$ cat config.mk
export PLATFORM = sky130hd
export DESIGN_NAME = spwm_top
export DESIGN_NICKNAME = d
export VERILOG_FILES = /design/src/spwm_pkg.sv /design/src/spwm_channel.sv /design/src/spwm_top.sv
export SDC_FILE = /design/constraint.sdc
export NUM_CORES = 1
export LEC_CHECK = 0
export BUFFER_PORTS_ARGS = -buffer_cell sky130_fd_sc_hd__buf_4
export CORE_AREA = 2 2 177 179
export CTS_CLUSTER_DIAMETER = 150
export DETAILED_ROUTE_END_ITERATION = 8
export DIE_AREA = 0 0 179 181
export GPL_ROUTABILITY_DRIVEN = 0
export PLACE_DENSITY_LB_ADDON = 0.15
export SYNTH_ARGS = -nofsm -noshare
export SYNTH_HDL_FRONTEND = slang
export SYNTH_SLANG_ARGS = --single-unit
$ cat constraint.sdc
create_clock -name pclk -period 6.4 [get_ports pclk]
set_clock_uncertainty 0.05 [all_clocks]
set_input_delay 1.28 -clock pclk [delete_from_list [all_inputs] [get_ports pclk]]
set_output_delay 1.28 -clock pclk [all_outputs]
set_load 0.005 [all_outputs]
$ cat src/spwm_pkg.sv
/*
 Constants for the four-channel standard PWM block: register map, field layout,
 reset values, mode codes and timing figures.
 Assumes a 25 MHz APB clock; included by every module of the block except spwm_load.
*/
package spwm_pkg;
    localparam int NUM_CHAN = 4;
    localparam int ADDR_W = 8;
    // Register byte addresses
    localparam logic [7:0] OFS_REMAP_ZERO = 8'h00;
    localparam logic [7:0] OFS_REMAP_ONE = 8'h04;
    localparam logic [7:0] OFS_PERIOD_LIMIT = 8'h08;
    localparam logic [7:0] OFS_TIMER_CTRL = 8'h0C;
    localparam logic [7:0] OFS_TIMER_COUNT = 8'h10;
    localparam logic [7:0] OFS_PIN_DIR = 8'h14;
    localparam logic [7:0] OFS_CHAN_BASE = 8'h20;
    localparam logic [7:0] CHAN_STRIDE = 8'h10;
    localparam logic [7:0] OFS_CTRL = 8'h00;
    localparam logic [7:0] OFS_DUTY_MSB = 8'h04;
    localparam logic [7:0] OFS_DUTY_SHADOW = 8'h08;
    // Control register fields
    localparam int MODE_LSB = 0;
    localparam int DUTY_LOW_LSB = 4;
    localparam int STEER_LSB = 6;
    localparam logic [3:0] MODE_PWM_MASK = 4'hC;
    // Timer control fields
    localparam int TMR_PRESC_LSB = 0;
    localparam int TMR_ON_BIT = 2;
    localparam logic [1:0] PRESC_1 = 2'h0;
    localparam logic [1:0] PRESC_4 = 2'h1;
    // Reset values
    localparam logic [7:0] RST_PERIOD = 8'hFF;
    localparam logic [7:0] RST_ZERO = 8'h00;
    localparam logic [7:0] RST_PIN_DIR = 8'h0F;
    // Plain channels have no steering field
    localparam logic [7:0] CTRL_MASK_ENH = 8'hFF;
    localparam logic [7:0] CTRL_MASK_PLAIN = 8'h3F;
    // System clock phases per timer increment at 1:1
    localparam int CLK_PER_INC = 4;
endpackage : spwm_pkg

$ cat src/spwm_channel.sv
/*
 One standard PWM channel: duty double buffer and 10-bit comparator.
 Assumes the time base and the period match pulse come from a shared timer.
*/
`timescale 1ns/10ps
`default_nettype none
module spwm_channel
    import spwm_pkg::*;
(
    input wire logic pclk,
    input wire logic presetn,
    input wire logic [7:0] ctrl,
    input wire logic [7:0] duty_msb,
    input wire logic [9:0] time_base,
    input wire logic step,
    input wire logic period_end,
    output logic [7:0] shadow,
    output logic pwm_level,
    output logic active
);
    logic [1:0] shadow_low;
    logic level;
    logic [7:0] next_shadow;
    logic [1:0] next_shadow_low;
    logic next_level;
    logic [9:0] duty_full;
    logic pwm_mode;

    always_comb begin
        pwm_mode = (ctrl[MODE_LSB +: 4] & MODE_PWM_MASK) == MODE_PWM_MASK;
        duty_full = {duty_msb, ctrl[DUTY_LOW_LSB +: 2]};
        next_shadow = shadow;
        next_shadow_low = shadow_low;
        next_level = level;
        if (ctrl == RST_ZERO) begin
            next_level = 1'b0;
        end else if (pwm_mode && step) begin
            if (period_end) begin
                next_shadow = duty_full[9:2];
                next_shadow_low = duty_full[1:0];
                next_level = (duty_full != 10'h000);
            end else if (time_base == {shadow, shadow_low}) begin
                next_level = 1'b0;
            end
        end
    end

    always_ff @(posedge pclk or negedge presetn) begin
        if (!presetn) begin
            shadow <= RST_ZERO;
            shadow_low <= 2'h0;
            level <= 1'b0;
        end else begin
            shadow <= next_shadow;
            shadow_low <= next_shadow_low;
            level <= next_level;
        end
    end

    assign pwm_level = level;
    assign active = pwm_mode;
endmodule : spwm_channel
`default_nettype wire

$ cat src/spwm_top.sv
/*
 Four standard PWM channels with a shared 8-bit period timer, APB register slave,
 pin direction and pin remap. Assumes an APB master on pclk and pad logic outside
 that resolves the two pin locations per channel from the enables.
*/
// Design decisions made here: the register addresses and the APB register port.
`timescale 1ns/10ps
`default_nettype none
module spwm_top
    import spwm_pkg::*;
#(
    parameter int N = NUM_CHAN
)
(
    input wire logic pclk,
    input wire logic presetn,
    input wire logic psel,
    input wire logic penable,
    input wire logic pwrite,
    input wire logic [ADDR_W-1:0] paddr,
    input wire logic [31:0] pwdata,
    output logic [31:0] prdata,
    output logic pready,
    output logic pslverr,
    output logic [N-1:0] pin_out_main,
    output logic [N-1:0] pin_oe_main,
    output logic [N-1:0] pin_out_alt,
    output logic [N-1:0] pin_oe_alt
);
    logic [7:0] remap_zero;
    logic [7:0] remap_one;
    logic [7:0] period_limit_reg;
    logic [7:0] period_timer_control;
    logic [7:0] period_timer_count;
    logic [7:0] pin_direction;
    logic [7:0] channel_control_reg [N];
    logic [7:0] duty_msb_reg [N];
    logic [7:0] duty_shadow_reg [N];
    logic [N-1:0] lvl;
    logic [N-1:0] act;
    logic [3:0] presc;
    logic [7:0] next_count;
    logic [3:0] next_presc;
    logic step;
    logic period_end;
    logic [1:0] low_bits;
    logic [9:0] time_base;
    logic wr;
    logic rd;
    logic [31:0] next_prdata;
    logic next_err;
    logic [N-1:0] next_out_main;
    logic [N-1:0] next_oe_main;
    logic [N-1:0] next_out_alt;
    logic [N-1:0] next_oe_alt;
    logic [3:0] presc_limit;

    // Shared period timer; prescaler counts system clocks per increment
    always_comb begin
        unique case (period_timer_control[TMR_PRESC_LSB +: 2])
            PRESC_1: presc_limit = 4'(CLK_PER_INC - 1);
            PRESC_4: presc_limit = 4'hF;
            default: presc_limit = 4'hF;
        endcase
        next_presc = presc;
        next_count = period_timer_count;
        step = 1'b0;
        if (period_timer_control[TMR_ON_BIT]) begin
            if (presc >= presc_limit) begin
                next_presc = 4'h0;
                step = 1'b1;
            end else begin
                next_presc = 4'(presc + 4'h1);
            end
        end
        period_end = step && (period_timer_count == period_limit_reg);
        if (step) begin
            next_count = period_end ? 8'h00 : 8'(period_timer_count + 8'h01);
        end
        // Coming cycle's time base, so the registered level falls on the match itself
        low_bits = (period_timer_control[TMR_PRESC_LSB +: 2] == PRESC_1) ? next_presc[1:0] : next_presc[3:2];
        time_base = {next_count, low_bits};
    end

    // Comparison runs on every clock so sub-increment steps resolve
    genvar g;
    generate
        for (g = 0; g < N; g++) begin : g_chan
            spwm_channel u_chan (
                .pclk(pclk),
                .presetn(presetn),
                .ctrl(channel_control_reg[g]),
                .duty_msb(duty_msb_reg[g]),
                .time_base(time_base),
                .step(1'b1),
                .period_end(period_end),
                .shadow(duty_shadow_reg[g]),
                .pwm_level(lvl[g]),
                .active(act[g])
            );
        end
    endgenerate

    assign wr = psel && penable && pwrite;
    assign rd = psel && !penable && !pwrite;

    always_ff @(posedge pclk or negedge presetn) begin
        if (!presetn) begin
            remap_zero <= RST_ZERO;
            remap_one <= RST_ZERO;
            period_limit_reg <= RST_PERIOD;
            period_timer_control <= RST_ZERO;
            pin_direction <= RST_PIN_DIR;
            for (int i = 0; i < N; i++) begin
                channel_control_reg[i] <= RST_ZERO;
                duty_msb_reg[i] <= RST_ZERO;
            end
        end else if (wr) begin
            unique case (paddr)
                OFS_REMAP_ZERO: remap_zero <= pwdata[7:0];
                OFS_REMAP_ONE: remap_one <= pwdata[7:0];
                OFS_PERIOD_LIMIT: period_limit_reg <= pwdata[7:0];
                OFS_TIMER_CTRL: period_timer_control <= pwdata[7:0] & 8'h07;
                OFS_PIN_DIR: pin_direction <= pwdata[7:0] & 8'h0F;
                default: begin
                    for (int i = 0; i < N; i++) begin
                        if (paddr == 8'(OFS_CHAN_BASE + 8'(i) * CHAN_STRIDE + OFS_CTRL)) begin
                            channel_control_reg[i] <= pwdata[7:0] & ((i < 2) ? CTRL_MASK_ENH : CTRL_MASK_PLAIN);
                        end
                        if (paddr == 8'(OFS_CHAN_BASE + 8'(i) * CHAN_STRIDE + OFS_DUTY_MSB)) begin
                            duty_msb_reg[i] <= pwdata[7:0];
                        end
                    end
                end
            endcase
        end
    end

    always_ff @(posedge pclk or negedge presetn) begin
        if (!presetn) begin
            period_timer_count <= RST_ZERO;
            presc <= 4'h0;
        end else begin
            period_timer_count <= next_count;
            presc <= next_presc;
        end
    end

    // Read data, error and pin drive
    always_comb begin
        next_prdata = prdata;
        next_err = 1'b0;
        if (rd) begin
            next_prdata = 32'h0000_0000;
            unique case (paddr)
                OFS_REMAP_ZERO: next_prdata[7:0] = remap_zero;
                OFS_REMAP_ONE: next_prdata[7:0] = remap_one;
                OFS_PERIOD_LIMIT: next_prdata[7:0] = period_limit_reg;
                OFS_TIMER_CTRL: next_prdata[7:0] = period_timer_control;
                OFS_TIMER_COUNT: next_prdata[7:0] = period_timer_count;
                OFS_PIN_DIR: next_prdata[7:0] = pin_direction;
                default: begin
                    next_err = 1'b1;
                    for (int i = 0; i < N; i++) begin
                        if (paddr == 8'(OFS_CHAN_BASE + 8'(i) * CHAN_STRIDE + OFS_CTRL)) begin
                            next_prdata[7:0] = channel_control_reg[i];
                            next_err = 1'b0;
                        end
                        if (paddr == 8'(OFS_CHAN_BASE + 8'(i) * CHAN_STRIDE + OFS_DUTY_MSB)) begin
                            next_prdata[7:0] = duty_msb_reg[i];
                            next_err = 1'b0;
                        end
                        if (paddr == 8'(OFS_CHAN_BASE + 8'(i) * CHAN_STRIDE + OFS_DUTY_SHADOW)) begin
                            next_prdata[7:0] = duty_shadow_reg[i];
                            next_err = 1'b0;
                        end
                    end
                end
            endcase
        end else if (psel && !penable) begin
            // Write decode checked in setup; shadow is read-only
            next_err = 1'b1;
            unique case (paddr)
                OFS_REMAP_ZERO, OFS_REMAP_ONE, OFS_PERIOD_LIMIT, OFS_TIMER_CTRL, OFS_PIN_DIR: next_err = 1'b0;
                default: begin
                    for (int i = 0; i < N; i++) begin
                        if (paddr == 8'(OFS_CHAN_BASE + 8'(i) * CHAN_STRIDE + OFS_CTRL) ||
                            paddr == 8'(OFS_CHAN_BASE + 8'(i) * CHAN_STRIDE + OFS_DUTY_MSB)) begin
                            next_err = 1'b0;
                        end
                    end
                end
            endcase
        end
        for (int i = 0; i < N; i++) begin
            // Drive only in PWM mode with direction cleared
            next_out_main[i] = lvl[i] & ~remap_zero[i];
            next_oe_main[i] = act[i] & ~pin_direction[i] & ~remap_zero[i];
            next_out_alt[i] = lvl[i] & remap_zero[i];
            next_oe_alt[i] = act[i] & ~pin_direction[i] & remap_zero[i];
        end
    end

    always_ff @(posedge pclk or negedge presetn) begin
        if (!presetn) begin
            prdata <= 32'h0000_0000;
            pready <= 1'b0;
            pslverr <= 1'b0;
            pin_out_main <= '0;
            pin_oe_main <= '0;
            pin_out_alt <= '0;
            pin_oe_alt <= '0;
        end else begin
            prdata <= next_prdata;
            pready <= psel && !penable;
            pslverr <= next_err;
            pin_out_main <= next_out_main;
            pin_oe_main <= next_oe_main;
            pin_out_alt <= next_out_alt;
            pin_oe_alt <= next_oe_alt;
        end
    end
endmodule : spwm_top
`default_nettype wire

### Word level (Yosys, flattened, before mapping)

Index checks and enable logic that the tools add are counted.

| word-level totals | value |
|---|---|
| input bits | 45 |
| register bits after elaboration | 173 |

| operators by class | value |
|---|---|
| add/subtract/negate cells | 2 |
| magnitude comparators | 1 |
| reduce and logical (&&, ||, !) cells | 52 |
| equality and inequality tests | 26 |
| bitwise operators | 33 |
| multiplexer cells | 57 |

Operator list:

| kind | count |
|---|---|
| 8-bit two-way mux | 14 |
| 8-bit by 6-bit equality test with 1-bit output (second input constant) | 6 |
| 8-bit by 7-bit equality test with 1-bit output (second input constant) | 6 |
| 8-bit one-hot mux with 6 select lines | 1 |
| 10-bit equality test | 4 |
| 8-bit zero test | 5 |
| 10-bit nonzero test | 4 |
| 1-bit two-way mux | 38 |
| 3-bit AND reduction | 12 |
| 1-bit bitwise AND | 20 |
| 2-bit AND reduction | 9 |
| 8-bit by 4-bit equality test with 1-bit output (second input constant) | 2 |
| 8-bit by 5-bit equality test with 1-bit output (second input constant) | 2 |
| 1-bit NOT | 13 |
| 4-bit two-way mux | 3 |
| 3-bit nonzero test | 4 |
| 8-bit by 1-bit adder with 8-bit output (second input constant) | 1 |
| 2-bit equality test (second input constant) | 4 |
| 8-bit by 3-bit equality test with 1-bit output (second input constant) | 1 |
| 8-bit equality test | 1 |
| 2-bit nonzero test | 4 |
| 6-bit OR reduction | 1 |
| 1-bit logical AND | 5 |
| 5-bit OR reduction | 1 |
| other kinds (6) | 10 |

### Depth between registers and ports, before layout

Gate-level depths: netlist (run 1).

| depth | value |
|---|---|
| depth after elaboration | 15 |
| gate-level depth with buffers | 10 |
| mapped depth without buffers | 9 |

### Modules after synthesis

From an unflattened synthesis (run 1), not the netlist that was laid out.

| second synthesis, totals | value |
|---|---|
| cell total of the unflattened synthesis | 846 |
| area, all modules | 9505.4 um2 |

By module, submodules not included:

| module | cells each | area an instance (um2) | times used |
|---|---|---|---|
| spwm_top | 650 | 7153.1 | 1 |
| spwm_channel | 49 | 588.1 | 4 |

### Least setup slack after synthesis (run 1)

No wires, ideal clock.

| timing | value |
|---|---|
| path kind | input to register |
| start point | input paddr[1] |
| end point | register remap_zero[0] |
| slack | 3.146 ns |
| library setup time | 0.125 ns |
| stages | 7 |
| arrival time | 3.079 ns |
| path buffers | 2 |
| cells stage by stage | or2_2 clkbuf_1 or3_1 clkbuf_1 nor2_1 nand2_1 mux2_2 |

| between the ends | value |
|---|---|
| longest elaborated chain between the ends | 2 |

Ends and longest elaborated chain:

| item | RTL line | text |
|---|---|---|
| from (decl) | spwm_top.sv:20 | `input wire logic [ADDR_W-1:0] paddr,` |
| 8-bit zero test | spwm_top.sv:119 | `unique case (paddr)` |
| 2-bit AND reduction (no line) | - |  |
| to (signal assigned) | spwm_top.sv:120 | `OFS_REMAP_ZERO: remap_zero <= pwdata[7:0];` |
| to (decl) | spwm_top.sv:30 | `logic [7:0] remap_zero;` |

Every way passes these cells.
A chain may end at the register's enable or synchronous reset.

### Final worst setup path (run 1)

| timing | value |
|---|---|
| start point | input paddr[2] |
| end point | register duty_msb_reg[28] (netlist bit) |

| between the ends | value |
|---|---|
| longest elaborated chain between the ends | 4 |
| elaborated cells on any way between the ends | 9 |
| classes of those cells | eq/ne (5); bitwise (1); reduce/logical (3) |

Ends and longest elaborated chain:

| item | RTL line | text |
|---|---|---|
| 8-bit by 3-bit equality test with 1-bit output (tied with other cells) | spwm_top.sv:119 |  |
| 5-bit OR reduction (no line) | - |  |
| 1-bit NOT (no line) | - |  |
| 3-bit AND reduction (no line) (*) | - |  |
| to (signal, indexed assignment) | spwm_top.sv:131 | `duty_msb_reg[i] <= pwdata[7:0];` |
| to (decl) | spwm_top.sv:37 | `logic [7:0] duty_msb_reg [N];` |

Mark *: on every way between the ends. The rest lies on a longest branch, timed or not.

==> metrics, run 1 <==
initial DRC count=about 640; sequential share of power=a little over two fifths; Post-synth EDFFs=0; I/O pins=95; xor/xnor share of the synthesized area=around 3.7%; # setup viols final=0; CP arrival=~4.4 ns; Area contributors post-synth=dfrtp_1 44%, mux2_2 16%, dfstp_2 3.5%; clock network fraction of total power=between 30% and 40%; Compound-Gate Fraction of Synth Area=13.4%; setup TNS=0 ns; routed vias/inst=5.50; drc violations=0; Critical Path Max Stage Delay=around 0.56 ns; Post-CTS Resized=0; register area=~4300 um2; total clock sinks=between 150 and 200; crit path launch type=primary input; Pint=roughly 1.9 mW; Rows=64; GR Overflow Total=0; share of flip-flops with an asynchronous set or reset=100%; Sw Share=a little under a third; Comb power frac=18.8%; fillers=3074; Antenna diodes=0; final-report max-slew violation count=0; CTS Buffer Depth=2; largest net degree at the start of global routing=roughly 120; Distinct cells, synth=between 70 and 80; Synth top cells by count=161 x dfrtp_1, 128 x mux2_2, 61 x nor2_1; number of setup buffers added after CTS=0; Die Width=roughly 180 um; Post-Synth Simple-Gate Area=13.1%; area share of the largest cell type after synthesis=44.4%; HPWL after detailed placement=about 22000 um; Hold Buf Count CTS=0; NetSw=~0.87 mW; clock transition at the registers of the reported paths=approximately 0.070 ns; PwrDens=269 nW/um2; die area=32400 um2; DIE HEIGHT=181 um; Global Route Usage Sum=about a fifth; WL final=around 31000 um; worst vdd ir=between 150 and 200 uV; Hold Fails Final Rpt=0; min-delay worst type=register to register; Routed Antenna Nets=0; placed insts=around 1200; initial antenna violation count=0; H-tree depth=4; Cell Area, Synth=just over 9000 um2; status=completed; mux contribution to synthesized area=roughly 17%; nets@finish=914; vias in the first global route=around 6800; crit-path cells=buf_4, nor2b_1, nand2_1, nor2_1, nor2_1, and2_1, nand3_1, mux2_2; Finished Layout Cells=1276; largest family of logic cells by synthesized area=multiplexers; Leak Pwr=4.63 nW; 1st-pass router iterations=7; Yosys warning total=0; CP max stage cell=nor2b_1; Max-cap violations=0; Crit Path Category=primary input to register; Vias=~7000; Main synth FF type=dfrtp_1; global-route wire length before repair=around 47000 um; number of buffers added on ports=46; Setup crit end kind=register; Req. time, crit path=around 6.7 ns; CTS tree=built; worst-path fanout max=24; Layout area overhead=13.7%; Yosys reg bits=173; area leader, netlist=dfrtp_1; cell count after synthesis=roughly 830; Seq/Total Area, Yosys=a little under half; core box area=about 30000 um2; Period Utilization, post-route=64.1%; RSZ-0062 raised after global routing=no; slew of the pin with the lowest slew margin=around 1.1 ns; cell with the most instances after synthesis=dfrtp_1; Mean Syn Cell Area=10.9 um2; adder and majority cell fraction of the synthesized area=less than 1%; Clock Latency Late Sink=between 0.4 and 0.5 ns; Initial Util=~30%; Root Buffer=clkbuf_16; DR WL/cell=between 20 and 25 um; min Tclk post-route=roughly 4.1 ns; CTS Buf Count=17; Multi-input gate area=around 4400 um2; share of layout cells above drive strength 1=26.8%; Max Fclk=roughly 240 MHz; Worst path most repeated cell=nor2_1; Slew HR=about 27%
==> layer usage <==
layer / GRT usage (%) / part of all wire, % / vias up
met2: 28.7 / 44 / 276
met5: 0 / 0 / -
li1: - / - / 3135
met1: 29.9 / 47 / 3565
met4: 6.31 / 2.9 / 0
met3: 2.88 / 6.1 / 40
==> through the flow <==
stage,utilization (%),hold slack (ns),power (mW),setup WS [ns],instance area (um2)
3_3_place_gp,32.0,0.415,1.69,1.91,9710
3_5_place_dp,32.0,0.434,1.69,1.91,9710
4_1_cts,34.0,0.451,2.79,2.37,10300
2_1_floorplan,-,0.404,1.50,3.15,9160
5_1_grt,34.0,0.478,2.89,2.25,10300
6_report,34.0,0.446,2.77,2.29,10300
==> layout by cell type, fill, tap and decap left out, types with 13 or more instances in the layout <==
cell / count
nor2_1: 61
nor4_1: 17
xor2_1: 13
clkbuf_16: 17
xnor2_1: 20
inv_1: 13
dfrtp_1: 161
a21oi_1: 29
nand3_1: 21
nand2_1: 57
o22ai_1: 13
o21ai_0: 29
nor3_1: 18
conb_1: 24
buf_4: 53
mux2_2: 128
==> power by group through the flow <==
stage / combinational [mW] / sequential [mW] / clock [mW]
6_report: 0.520 / 1.16 / 1.09
5_1_grt: 0.566 / 1.17 / 1.16
4_1_cts: 0.516 / 1.16 / 1.12
3_5_place_dp: 0.514 / 1.18 / 0
3_3_place_gp: 0.512 / 1.18 / 0
2_1_floorplan: 0.331 / 1.17 / 0
==> cells by family (layout without fill, tap and decap cells) <==
group	after synthesis	in the layout
AND/OR/NAND/NOR	239	239
flip-flops	173	173
AO/OA/AOI/OAI	170	170
multiplexers	138	138
buffers and inverters	73	99
XOR/XNOR	35	35
adder cells (fa/ha/maj)	2	2
other	1	24
==> worst max-delay path: cells and delay by family <==
kind          cells  cell delay [ns]
buf+inv           1             0.30
simple gates      6             2.38
mux               1             0.39
==> path summary, 6_finish.rpt <==
| path | start | to | slack, ns | cells after the start |
|---|---|---|---|---|
| worst max-delay path | paddr[2] | duty_msb_reg[28] | 2.29 | 8 |
| worst min-delay path | g_chan[2].u_chan.pwm_level | pin_out_alt[2] | 0.45 | 1 |
| worst max register to register | period_timer_control[1] | g_chan[0].u_chan.pwm_level | 2.87 | 7 |
| worst min register to register | g_chan[2].u_chan.pwm_level | pin_out_alt[2] | 0.45 | 1 |
| max in group asynchronous | presetn | pslverr | 3.96 | 2 |
| min in group asynchronous | presetn | channel_control_reg[16] | 0.89 | 1 |
==> final cells by class <==
class                      instances  area share [%]
clock buffer                      20            4.33
clock inverter                    12            1.49
inverter                          13           0.473
multi-input combinational        608            42.8
sequential                       173            42.1
tap                              396            4.81
timing repair buffer              54            3.99
Note: power is estimated with default switching activity, not from simulation.
==> inputs of run 2 (changes only) <==
Clock period 6.4 ns to 4.24 ns, I/O delays scaled along.
==> run 2 against run 1 <==
  * First-iteration DRC count is 2.7% lower
  * Clock power grew 50%
  * Global-route usage up 0.23 points
  * Die area is the same
  * Final cell count grew 1.3%
  * Register-to-register slack worse by 2.0 ns
  * Worst hold slack worse by 0.089 ns
==> metrics, run 2 (same netlist as run 1, synthesis figures left out) <==
status=completed; CTS Buf Count=17 (unchanged); Routed met3 length=2070 um (+9.6%); nets@finish=930 (+1.8%); M1 wire length=14800 um (+0.76%); R2R depth=8 (+1); WL final=31400 um (+1.3%); Initial Util=29.9% (unchanged); Antenna diodes=0 (unchanged); largest net degree at the start of global routing=76 (-34%); # setup viols final=0 (unchanged); Rows=64 (unchanged); CTS tree=built; most frequent cells in the layout=161 x dfrtp_1, 128 x mux2_2, 68 x buf_4; core box area=30300 um2 (unchanged); Post-CTS Resized=0 (unchanged); number of setup buffers added after CTS=0 (unchanged); routed vias/inst=5.50 (about the same); PwrDens=401 nW/um2 (+49%); Met2 Routed Length=13500 um (+0.21%); drc violations=0 (unchanged); Routed Antenna Nets=0 (unchanged); final-report max-slew violation count=0 (unchanged); crit-path cells=or2_1, o22ai_1, nand3_1, xor2_1, xor2_1, o31ai_1, nor4_1, a41oi_1; die area=32400 um2 (unchanged); HPWL after detailed placement=22900 um (+2.5%); fillers=3036 (-1.2%); Hold Buf Count CTS=0 (unchanged); clock transition at the registers of the reported paths=0.07 ns (about the same); CTS Buffer Depth=2 (unchanged); worst-path fanout max=8 (-67%); vias in the first global route=6944 (+2.3%); Layout area overhead=15.2%; Period Utilization, post-route=around 80%; setup TNS=0 ns (unchanged); H-tree depth=4 (unchanged); RSZ-0062 raised after global routing=no; number of buffers added on ports=46 (unchanged); DIE HEIGHT=181 um (unchanged); slew of the pin with the lowest slew margin=0.861 ns (-0.227 ns); min-delay worst type=primary input to asynchronous set/reset pin; GR Overflow Total=0 (unchanged); 1st-pass router iterations=5 (-2); Setup crit end kind=register; share of layout cells above drive strength 1=28.2% (+1.4 points); Global Route Usage Sum=20.0% (+0.23 points); global-route wire length before repair=47200 um (+1.1%); Die Width=179 um (unchanged); Req. time, crit path=4.49 ns (-2.18 ns); Max Fclk=about 300 MHz; min Tclk post-route=around 3.3 ns; Fin Hold WS=0.357 ns (-0.0889 ns); crit path launch type=register; Hold Fails Final Rpt=0 (unchanged); commonest non-fill, non-tap cell in the layout=dfrtp_1; CP arrival=3.59 ns (-0.78 ns); worst vdd ir=244 uV (+31%); I/O pins=95 (unchanged); initial DRC count=620 (-2.7%); CP max stage cell=xor2_1; Root Buffer=clkbuf_16; initial antenna violation count=1 (+1); Max-cap violations=0 (unchanged); DR WL/cell=24.3 um (about the same); Crit Path Category=register to register; Clock Latency Late Sink=0.45 ns (about the same); total clock sinks=173 (unchanged); Leak Pwr=4.71 nW (+1.7%); Vias=7109 (+1.3%); top layer in use=met4; Critical Path Max Stage Delay=0.68 ns (+0.12 ns); Worst path most repeated cell=xor2_1; Slew HR=42.6% (+15 points)
-- run 2: final cells by class --
| cell class | count | area, um2 | area share, % |
|---|---|---|---|
| Timing Repair Buffer | 70 | 544 | 5.21 |
| Sequential cell | 173 | 4340 | 41.6 |
| Multi-Input combinational cell | 608 | 4410 | 42.2 |
| Tap cell | 396 | 495 | 4.74 |
| Clock buffer | 21 | 470 | 4.50 |
| Clock inverter | 11 | 134 | 1.28 |
| Inverter | 13 | 48.8 | 0.467 |
-- run 2: power breakdown --
| part | switching, mW | leakage, nW | internal (mW) | total, mW |
|---|---|---|---|---|
| Clock | 0.716 | 0.283 | 0.922 | 1.64 |
| Sequential | 0.0555 | 2.34 | 1.70 | 1.75 |
| Combinational | 0.514 | 2.09 | 0.280 | 0.794 |
-- run 2: critical path, delay by kind of cell (launching register included) --
family / cells / cell delay, ns
simple gates: 3 / 0.96
xor+xnor: 2 / 0.87
compound gates: 3 / 0.84
flops: 1 / 0.47
-- run 2: path summary, 6_finish.rpt --
path | startpoint | end | slack (ns)
max | period_timer_control[1] | g_chan[3].u_chan.pwm_level | 0.90
min | presetn | channel_control_reg[16] | 0.36
max reg2reg | period_timer_control[1] | g_chan[3].u_chan.pwm_level | 0.90
min reg2reg | g_chan[2].u_chan.pwm_level | pin_out_alt[2] | 0.43
max in group asynchronous | presetn | pin_direction[3] | 2.81
min in group pclk | g_chan[2].u_chan.pwm_level | pin_out_alt[2] | 0.43
-- run 2: routing by layer --
layer  up-vias  global-route usage, %
met5         -                      0
met4         0                   7.19
met3        54                   3.68
met2       297                   28.8
met1      3576                   29.6
li1       3182                      -
-- run 2: stage by stage --
stage	instances	setup slack (ns)	utilization [%]	power, mW	area [um2]
finish	1292	0.898	34.4	4.18	10400
global route	1292	0.677	34.4	4.38	10400
CTS	1292	0.934	34.4	4.22	10400
detailed placement	1260	0.896	32.4	2.58	9840
global placement	1260	0.911	32.4	2.58	9840
floorplan	854	1.42	-	2.26	9160
==> inputs of run 3 (changes only) <==
Clock period 4.24 ns to 3.4 ns, I/O delays scaled along.
==> run 3 against run 2 <==
  * Power up 26%
  * Critical path type unchanged
  * Setup slack worse by 0.69 ns
  * Count of clock-buffer cells in the layout down 2
  * Clock power up 21%
  * Sequential share of layout area down 0.73 points
  * Critical endpoint is now g_chan[1].u_chan.pwm_level
  * Non-clock buffer count up 27
  * Die area unchanged
==> metrics, run 3 (same netlist as run 1, synthesis figures left out) <==
crit path launch type=register; DIE HEIGHT=181 um (unchanged); number of buffers added on ports=46 (unchanged); Req. time, crit path=3.67 ns (-0.82 ns); placed insts=1287 (+2.1%); Vias=7213 (+1.5%); largest net degree at the start of global routing=72 (-5.3%); RSZ-0062 raised after global routing=no; H-tree depth=4 (unchanged); status=completed; CP arrival=3.47 ns (-0.12 ns); Final Power=5.26 mW (+26%); share of layout cells above drive strength 1=30.2% (+2.0 points); core box area=30300 um2 (unchanged); worst vdd ir=363 uV (+49%); Clock Latency Late Sink=0.45 ns (about the same); nets@finish=957 (+2.9%); Post-CTS Resized=0 (unchanged); PwrDens=495 nW/um2 (+24%); routed vias/inst=5.47 (-0.61%); Global Route Usage Sum=20.4% (+0.40 points); commonest non-fill, non-tap cell in the layout=dfrtp_1; HPWL after detailed placement=23500 um (+2.6%); number of setup buffers added after CTS=0 (unchanged); Initial Util=29.9% (unchanged); WL final=32100 um (+2.1%); Slew HR=40.3% (-2.3 points); 1st-pass router iterations=7 (+2); Max Fclk=313 MHz (+4.6%); Hold Fails Final Rpt=0 (unchanged); die area=32400 um2 (unchanged); CTS Buf Count=17 (unchanged); Die Width=179 um (unchanged); Hold Buf Count CTS=0 (unchanged); Setup crit end kind=register; Rows=64 (unchanged); min-delay worst type=primary input to asynchronous set/reset pin; global-route wire length before repair=47800 um (+1.2%); vias in the first global route=7060 (+1.7%); CTS Buffer Depth=2 (unchanged); Leak Pwr=4.84 nW (+2.8%); Routed Antenna Nets=0 (unchanged); CTS tree=built; I/O pins=95 (unchanged); min Tclk post-route=3.19 ns (-0.148 ns); # setup viols final=0 (unchanged); setup TNS=0 ns (unchanged); drc violations=0 (unchanged); most frequent cells in the layout=161 x dfrtp_1, 128 x mux2_2, 94 x buf_4; Crit Path Category=register to register; slew of the pin with the lowest slew margin=0.888 ns (+0.0270 ns); clock transition at the registers of the reported paths=0.08 ns (about the same); final-report max-slew violation count=0 (unchanged); Root Buffer=clkbuf_16; Antenna diodes=0 (unchanged); total clock sinks=173 (unchanged); Max-cap violations=0 (unchanged); GR Overflow Total=0 (unchanged); Period Utilization, post-route=93.9% (+15 points); initial DRC count=640 (+3.2%); Final Core Density=35.0% (+0.61 points); Layout area overhead=17.2%; initial antenna violation count=0 (-1); Finished Layout Cells=1319 (+2.1%); DR WL/cell=24.3 um (about the same); worst-path fanout max=8 (unchanged)
-- run 3: cell types whose count changed in the layout (fill, tap and decap cells not counted) --
cell | before | now
clkinv_4 | 3 | 4
buf_12 | 1 | 2
clkinv_2 | 0 | 3
clkbuf_8 | 4 | 1
clkbuf_1 | 1 | 2
buf_4 | 68 | 94
clkinvlp_4 | 4 | 2
-- run 3: path summary, 6_finish.rpt --
kind	from	to	slack, ns	cells past startpoint
setup / recovery	period_timer_control[1]	g_chan[1].u_chan.pwm_level	0.21	8
hold / removal	presetn	duty_msb_reg[20]	0.20	1
setup reg to reg	period_timer_control[1]	g_chan[1].u_chan.pwm_level	0.21	8
hold reg to reg	g_chan[2].u_chan.pwm_level	pin_out_alt[2]	0.43	1
max in group asynchronous	presetn	pin_direction[3]	2.29	2
min in group pclk	penable	pready	0.38	2
-- run 3: critical path, cell delays in order (launching register included) --
cell,delay [ns]
dfrtp_1,0.46
or2_1,0.37
o32ai_2,0.73
a211oi_2,0.25
xor2_1,0.20
a221o_1,0.28
or4_1,0.45
a32oi_1,0.19
nand3_1,0.09
-- run 3: power breakdown --
group	total, mW	switching, mW	internal, mW
registers	2.18	0.0667	2.12
logic	1.09	0.671	0.418
clock network	1.99	0.905	1.09
-- run 3: final cells by class --
cell class                 instances  area, um2
fill                            3034      19700
multi-input combinational        608       4410
inverter                          13       48.8
clock inverter                    13        143
sequential                       173       4340
clock buffer                      19        433
timing repair buffer              97        759
tap                              396        495
-- run 3: through the flow --
stage,hold slack (ns),cell area [um2],worst slack (ns)
6_report,0.201,10600,0.206
5_1_grt,0.236,10600,0.110
4_1_cts,0.226,10600,0.220
3_5_place_dp,0.419,10100,0.236
3_3_place_gp,0.412,10100,0.289
2_1_floorplan,0.334,9160,0.715
-- run 3: per-layer routing --
layer | wire (um) | global-route usage [%]
met4 | 729 | 6.70
met1 | 15300 | 29.9
met3 | 1710 | 3.56
met2 | 14300 | 30.2
met5 | 0 | 0
